<file path="config.mk">
export PLATFORM = sky130hd
export DESIGN_NAME = uhf_port
export DESIGN_NICKNAME = d
export VERILOG_FILES = /design/src/verilog/uhf_pkg.sv /design/src/verilog/uhf_rx.sv /design/src/verilog/uhf_port.sv
export SDC_FILE = /design/constraint.sdc
export NUM_CORES = 1
export LEC_CHECK = 0
export ABC_AREA = 1
export BUFFER_PORTS_ARGS = -buffer_cell sky130_fd_sc_hd__buf_2
export CORE_ASPECT_RATIO = 1.75
export CORE_MARGIN = 2
export CORE_UTILIZATION = 53
export DETAILED_ROUTE_END_ITERATION = 12
export PLACE_DENSITY = 0.71
export SETUP_SLACK_MARGIN = 0.2
export SKIP_CTS_REPAIR_TIMING = 1
export SLEW_MARGIN = 20
export SYNTH_ARGS = -nofsm -noshare
export SYNTH_HDL_FRONTEND = slang
export SYNTH_SLANG_ARGS = --single-unit
</file>
<file path="constraint.sdc">
create_clock -name sys_clk -period 3.3 [get_ports sys_clk]
set_clock_uncertainty 0.2 [all_clocks]
set_input_delay 0.33 -clock sys_clk [delete_from_list [all_inputs] [get_ports sys_clk]]
set_output_delay 0.33 -clock sys_clk [all_outputs]
set_load 0.01 [all_outputs]
</file>
<file path="src/verilog/uhf_pkg.sv">
// Package with constants and carrier types for the half-duplex / flow-control UART port.
package uhf_pkg;

	// ------------------------------------------------------------
	// Timing
	// ------------------------------------------------------------
	localparam int unsigned CLK_HZ = 20000000;
	localparam int unsigned BAUD_HZ = 115200;
	localparam int unsigned BIT_CYCLES = CLK_HZ / BAUD_HZ;
	localparam logic [15:0] BIT_LAST = 16'(BIT_CYCLES - 1);
	localparam logic [15:0] HALF_BIT = 16'(BIT_CYCLES / 2);
	localparam logic [3:0] DATA_BITS = 4'h8;
	localparam logic [2:0] FIFO_MOVE_CYCLES = 3'h4;

	// ------------------------------------------------------------
	// Reset values
	// ------------------------------------------------------------
	localparam logic LINE_IDLE = 1'b1;

	// ------------------------------------------------------------
	// Types
	// ------------------------------------------------------------
	typedef enum logic [1:0]
	{
		TX_IDLE = 2'b00,
		TX_START = 2'b01,
		TX_DATA = 2'b10,
		TX_STOP = 2'b11
	} uhf_tx_state_t;

	typedef struct packed
	{
		logic valid;
		logic [7:0] data;
	} uhf_byte_t;

	typedef struct packed
	{
		logic txd;
		logic rts;
		logic receive_buffer_ctl;
		logic drive_enable_ctl;
	} uhf_pins_t;

endpackage : uhf_pkg

</file>
<file path="src/verilog/uhf_rx.sv">
// Serial receiver for 8N1 characters, LSB first.
`timescale 1ns/1ps
module uhf_rx
	import uhf_pkg::*;
(
	// Clock and reset
	input wire logic sys_clk,
	input wire logic rst,
	// Serial line
	input wire logic rxd,
	// Received byte
	output uhf_byte_t rx_byte
);

	typedef struct packed
	{
		logic sync1;
		logic sync2;
		logic busy;
		logic [15:0] cnt;
		logic [3:0] bitn;
		logic [7:0] shift;
		uhf_byte_t out;
	} uhf_rx_st_t;

	uhf_rx_st_t s_q;
	uhf_rx_st_t s_d;

	assign rx_byte = s_q.out;

	always_comb
	begin
		s_d = s_q;
		s_d.sync1 = rxd;
		s_d.sync2 = s_q.sync1;
		s_d.out.valid = 1'b0;
		if (!s_q.busy)
		begin
			if (!s_q.sync2)
			begin
				s_d.busy = 1'b1;
				s_d.cnt = HALF_BIT;
				s_d.bitn = 4'h0;
			end
		end
		else if (s_q.cnt != 16'h0000)
		begin
			s_d.cnt = s_q.cnt - 16'h0001;
		end
		else
		begin
			s_d.cnt = BIT_LAST;
			s_d.bitn = s_q.bitn + 4'h1;
			if (s_q.bitn == 4'h0)
			begin
				// A start bit that vanished at mid-bit was noise.
				if (s_q.sync2)
				begin
					s_d.busy = 1'b0;
				end
			end
			else if (s_q.bitn <= DATA_BITS)
			begin
				s_d.shift = {s_q.sync2, s_q.shift[7:1]};
			end
			else
			begin
				s_d.busy = 1'b0;
				s_d.out.valid = s_q.sync2;
				s_d.out.data = s_q.shift;
			end
		end
	end

	always_ff @(posedge sys_clk)
	begin
		if (rst)
		begin
			s_q <= '{sync1: LINE_IDLE, sync2: LINE_IDLE, default: '0};
		end
		else
		begin
			s_q <= s_d;
		end
	end

endmodule : uhf_rx

</file>
<file path="src/verilog/uhf_port.sv">
// UART port with half-duplex transceiver control and RTS/CTS flow control.
`timescale 1ns/1ps

// Behaviour
// - Every character is eight data bits, no parity and one stop bit.
// - Half-duplex mode offers receive_buffer_ctl and drive_enable_ctl beside the data pins.
// - In half-duplex mode both control outputs are high while transmitting and low otherwise.
// - Receiver and transmitter always run independently and concurrently.
// - In flow-control mode CTS is sampled at each byte start and the byte waits until it is low.
// - A byte already being shifted out when CTS rises is finished in full.
// - A byte completed before CTS rose is never sent again.
// - In flow-control mode RTS is high while the port cannot take data and low when the receiver is ready; half-duplex mode holds it low.
// - In flow-control mode each received byte raises RTS for the few cycles it is moved to the receive FIFO.
module uhf_port
	import uhf_pkg::*;
(
	// Clock and reset
	input wire logic sys_clk,
	input wire logic rst,
	// Mode select, high for half-duplex transceiver control
	input wire logic half_duplex,
	// Serial pins
	input wire logic rxd,
	input wire logic cts,
	output logic txd,
	output logic rts,
	output logic receive_buffer_ctl,
	output logic drive_enable_ctl,
	// Transmit byte stream
	input wire logic [7:0] tx_data,
	input wire logic tx_valid,
	output logic tx_ready,
	// Receive byte stream
	output logic [7:0] rx_data,
	output logic rx_valid
);

	typedef struct packed
	{
		uhf_tx_state_t st;
		logic [15:0] cnt;
		logic [2:0] bitn;
		logic [7:0] shift;
		logic ready;
		logic [2:0] move;
		uhf_byte_t rx_out;
		uhf_pins_t pins;
	} uhf_port_st_t;

	uhf_port_st_t s_q;
	uhf_port_st_t s_d;
	uhf_byte_t rx_byte;
	logic sending;

	// --------------------------------------------------------------
	// Receiver
	// --------------------------------------------------------------
	// receiver has its own state, untouched by transmit
	uhf_rx u_rx
	(
		.sys_clk(sys_clk),
		.rst(rst),
		.rxd(rxd),
		.rx_byte(rx_byte)
	);

	// --------------------------------------------------------------
	// Outputs
	// --------------------------------------------------------------
	assign txd = s_q.pins.txd;
	assign rts = s_q.pins.rts;
	assign receive_buffer_ctl = s_q.pins.receive_buffer_ctl;
	assign drive_enable_ctl = s_q.pins.drive_enable_ctl;
	assign tx_ready = s_q.ready;
	assign rx_data = s_q.rx_out.data;
	assign rx_valid = s_q.rx_out.valid;

	// --------------------------------------------------------------
	// Next state
	// --------------------------------------------------------------
	always_comb
	begin
		s_d = s_q;
		s_d.rx_out.valid = 1'b0;
		sending = 1'b0;

		// ----------------------------------------------------------
		// Receive hand-off
		// ----------------------------------------------------------
		// each byte held in the transfer stage for a few cycles
		// The count is far shorter than a character, so bytes never overlap in it.
		if (rx_byte.valid)
		begin
			s_d.move = FIFO_MOVE_CYCLES;
			s_d.rx_out.data = rx_byte.data;
		end
		else if (s_q.move != 3'h0)
		begin
			s_d.move = s_q.move - 3'h1;
			if (s_q.move == 3'h1)
			begin
				s_d.rx_out.valid = 1'b1;
			end
		end

		// ----------------------------------------------------------
		// Transmit sequencer
		// ----------------------------------------------------------
		s_d.ready = 1'b0;
		unique case (s_q.st)
			TX_IDLE:
			begin
				s_d.pins.txd = LINE_IDLE;
				// CTS checked at start of each byte
				// a grounded CTS always lets bytes out
				// No byte is buffered, so tx_data must stand until tx_ready answers.
				if (tx_valid && !s_q.ready && (half_duplex || !cts))
				begin
					s_d.ready = 1'b1;
					s_d.shift = tx_data;
					s_d.st = TX_START;
					s_d.cnt = BIT_LAST;
					s_d.pins.txd = 1'b0;
				end
			end
			TX_START, TX_DATA:
			begin
				// CTS ignored until the stop bit ends
				sending = 1'b1;
				if (s_q.cnt != 16'h0000)
				begin
					s_d.cnt = s_q.cnt - 16'h0001;
				end
				else
				begin
					s_d.cnt = BIT_LAST;
					if (s_q.st == TX_START)
					begin
						s_d.st = TX_DATA;
						s_d.bitn = 3'h0;
						s_d.pins.txd = s_q.shift[0];
					end
					else if (s_q.bitn == 3'h7)
					begin
						s_d.st = TX_STOP;
						s_d.pins.txd = 1'b1;
					end
					else
					begin
						s_d.bitn = s_q.bitn + 3'h1;
						s_d.pins.txd = s_q.shift[s_q.bitn + 3'h1];
					end
				end
			end
			TX_STOP:
			begin
				sending = 1'b1;
				if (s_q.cnt != 16'h0000)
				begin
					s_d.cnt = s_q.cnt - 16'h0001;
				end
				else
				begin
					// byte was taken at start, so it is dropped here for good
					s_d.st = TX_IDLE;
					sending = 1'b0;
				end
			end
		endcase
		if (s_d.st != TX_IDLE)
		begin
			sending = 1'b1;
		end

		// ----------------------------------------------------------
		// Pin outputs
		// ----------------------------------------------------------
		// only the selected mode's outputs act
		if (half_duplex)
		begin
			// both controls driven in half-duplex mode
			s_d.pins.receive_buffer_ctl = sending;
			s_d.pins.drive_enable_ctl = sending;
			s_d.pins.rts = 1'b0;
		end
		else
		begin
			s_d.pins.receive_buffer_ctl = 1'b0;
			s_d.pins.drive_enable_ctl = 1'b0;
			// RTS high while the receive path is busy
			// Taken from the next count, so RTS rises in the edge that starts the hand-off.
			s_d.pins.rts = rx_byte.valid || (s_d.move != 3'h0);
		end
	end

	// --------------------------------------------------------------
	// State register
	// --------------------------------------------------------------
	always_ff @(posedge sys_clk)
	begin
		if (rst)
		begin
			// The line idles high from the first cycle, so the host never sees a false start.
			s_q <= '{
				st: TX_IDLE,
				pins: '{txd: LINE_IDLE, default: 1'b0},
				default: '0
			};
		end
		else
		begin
			s_q <= s_d;
		end
	end

endmodule : uhf_port

</file>
==> out/qor.yml <==
setup_path:
  setup.worst_path.class: "reg2reg"
  endpoint_kind: "flip-flop"
  arrival_ns: 2.26
  critPathSlowestCell: "dfxtp_1"
  r2r_slack_ns: 1.11
  critPathMaxFanout: 5
  start_kind: "flip-flop"
  slowest_delay_ns: 0.40
  cp.required_ns: 3.37
  cp_cell_sequence: "inv_1, ha_1, nor2_1, nor2_1, nand2_2, inv_1, nand3_1, a21oi_1"
synthesis:
  netlist_instances: 602
  syn_area_per_cell_um2: 7.26
  ys_seq_area_frac: 0.389
  yosys_warnings: 0
  ys_ff_latch: 85
  synth_cell_types: 37
  syn-num-nets: 629
  synth_area_um2: 4370
floorplanning:
  dieArea_um2: 9020
  coreArea_um2: 7960
  die_y_um: 124
  die-width_um: 72.7
  num_rows: 43
  num_io_pins: 28
  initial_core_util: 0.549
final_layout:
  finalNetCount: 645
  multi_input_area_um2: 2300
  regArea_um2: 1700
  fill_cells: 723
  final_area_um2: 4840
  layout_commonest_cell: "nand2_1"
  mostFrequentLayoutCells: "nand2_1, dfxtp_1, nor2_1"
  drive_gt1_frac: 0.141
  syn2layout_area_growth_pct: 10.6
  n_antenna_cell: 0
power:
  p_int_mw: 2.03
  ir_worst_vdd_v: 0.000387
  swShare: 0.324
  p_per_area_nw_per_um2: 623
  p_leak_nw: 2.12
  pwr-share-comb: 0.246
  switchingPower_mw: 0.976
  p_seq_frac: 0.383
  clkPwrFrac: 0.370
clock_tree:
  clkSinkCount: 85
  clockBufferDepth: 2
  path_clk_slew_ns: 0.06
  h-tree-depth: 3
  cts_tree: "yes"
  cts_root_buf: "clkbuf_16"
  clock_latency_ns: 0.34
  numCtsBuffers: 9
grt:
  antenna_found_initial: 0
  grt_max_degree: 57
  grt_first_pass_wirelength_mm: 16.4
  overflow: 0
  grt_pass1_vias: 3675
  grt_usage: 0.236
routing:
  vias: 3972
  final_antenna_net_count: 0
  drt_iter0_markers: 286
  wl_per_cell_um: 14.0
  drt-total-wl_mm: 10.0
  drcViolationCount: 0
  first_pass_iters: 5
  viasPerCell: 5.57
placed_design:
  port-buffer-count: 27
  gp_congestion: 0.899
  hpwlAfterDp_mm: 7.24
  placed_area_um2: 4480
flow_run:
  drv_cap: 0
sta:
  max-slew-margin-rel: 0.437
  max_clock_freq_mhz: 456
  hold_viol: 0
  finalSetupViolations: 0
  fin_crit_ns: 2.19
  tns_ns: 0
  final-max-slew-violation-count: 0
  rsz0062_at_grt: "no"
  worst_pin_slew_ns: 0.844
  fin_crit_sh: 0.664
run_status:
  outcome: "finished, final reports clean"
worst_hold_path:
  hp-class: "in2reg"
registers in the layout (all words and copies together) (netlist names):
register / cells
drive_enable_ctl: 1
rts: 1
rx_data: 8
rx_valid: 1
s_q: 32
tx_ready: 1
txd: 1
u_rx.rx_byte: 9
u_rx.s_d: 1
u_rx.s_q: 30
final cells by class:
class                           instances  area share
Timing Repair Buffer                   30      0.0336
Clock inverter                          6      0.0194
Tap cell                               90      0.0233
Inverter                               60      0.0466
Multi-Input combinational cell        432       0.476
Clock buffer                           10      0.0494
Sequential cell                        85       0.352
final timing paths:
check / startpoint / endpoint / depth (start not counted)
worst max register to register: s_q[44] / s_q[43] / 8
worst min register to register: u_rx.s_d[38] / u_rx.s_q[38] / 1
worst max-delay path: s_q[44] / s_q[43] / 8
worst min-delay path: tx_data[7] / s_q[24] / 3
cell usage after synthesis (all sizes together):
cell,number,share of area
o21a,1,0.0017
xor2,10,0.020
clkbuf,11,0.0094
a22oi,1,0.0017
clkinv,1,0.00086
ha,13,0.037
or2,3,0.0043
nor3,12,0.016
a21oi,62,0.077
nand4,17,0.024
o211ai,1,0.0017
nand3,62,0.076
a21boi,1,0.0017
a31oi,2,0.0029
buf,14,0.023
inv,59,0.051
dfxtp,85,0.39
nand2,123,0.12
xnor2,6,0.012
nor2,79,0.089
o21ai,37,0.042
o22ai,1,0.0014
nand3b,1,0.0017
worst max-delay path, delay by kind of cell (launching register included):
family / cells / cell delay (ns)
AND/OR/NAND/NOR: 4 / 0.74
flip-flops: 1 / 0.40
adder cells (fa/ha/maj): 1 / 0.35
buffers and inverters: 2 / 0.29
AO/OA/AOI/OAI: 1 / 0.14
logic make-up after synthesis:
| logic type | share of synthesized area |
|---|---|
| buffers and inverters | 0.0844 |
| adders and majority gates | 0.0372 |
| DFF | 0.389 |
| xor gates and xnor gates | 0.0321 |
| and+or+nand+nor | 0.327 |
| AOI/OAI and AO/OA | 0.131 |
metrics by stage:
step	setup WS [ns]	utilization	hold slack (ns)	instances	total power [mW]
2_1_floorplan	1.57	-	0.189	602	1.76
3_3_place_gp	1.21	0.563	0.240	695	1.89
3_5_place_dp	1.15	0.563	0.238	695	1.91
4_1_cts	1.13	0.605	-0.0488	711	3.03
5_1_grt	0.853	0.607	0.0568	713	3.18
6_report	1.11	0.607	0.0545	713	3.01
layer usage:
layer,up-vias,track usage,part of all wire
li1,2008,-,-
met1,1836,0.229,0.38
met2,96,0.442,0.55
met3,32,0.0461,0.025
met4,0,0.145,0.045
met5,-,0,0
power groups by stage:
| stage | Combinational [mW] | Clock (mW) | Sequential, mW |
|---|---|---|---|
| 2_1_floorplan | 0.599 | 0 | 1.17 |
| 6_report | 0.741 | 1.12 | 1.15 |
| 4_1_cts | 0.741 | 1.14 | 1.15 |
| 3_3_place_gp | 0.717 | 0 | 1.17 |
| 5_1_grt | 0.835 | 1.19 | 1.16 |
| 3_5_place_dp | 0.732 | 0 | 1.17 |
(Power assumes the default switching activity.)
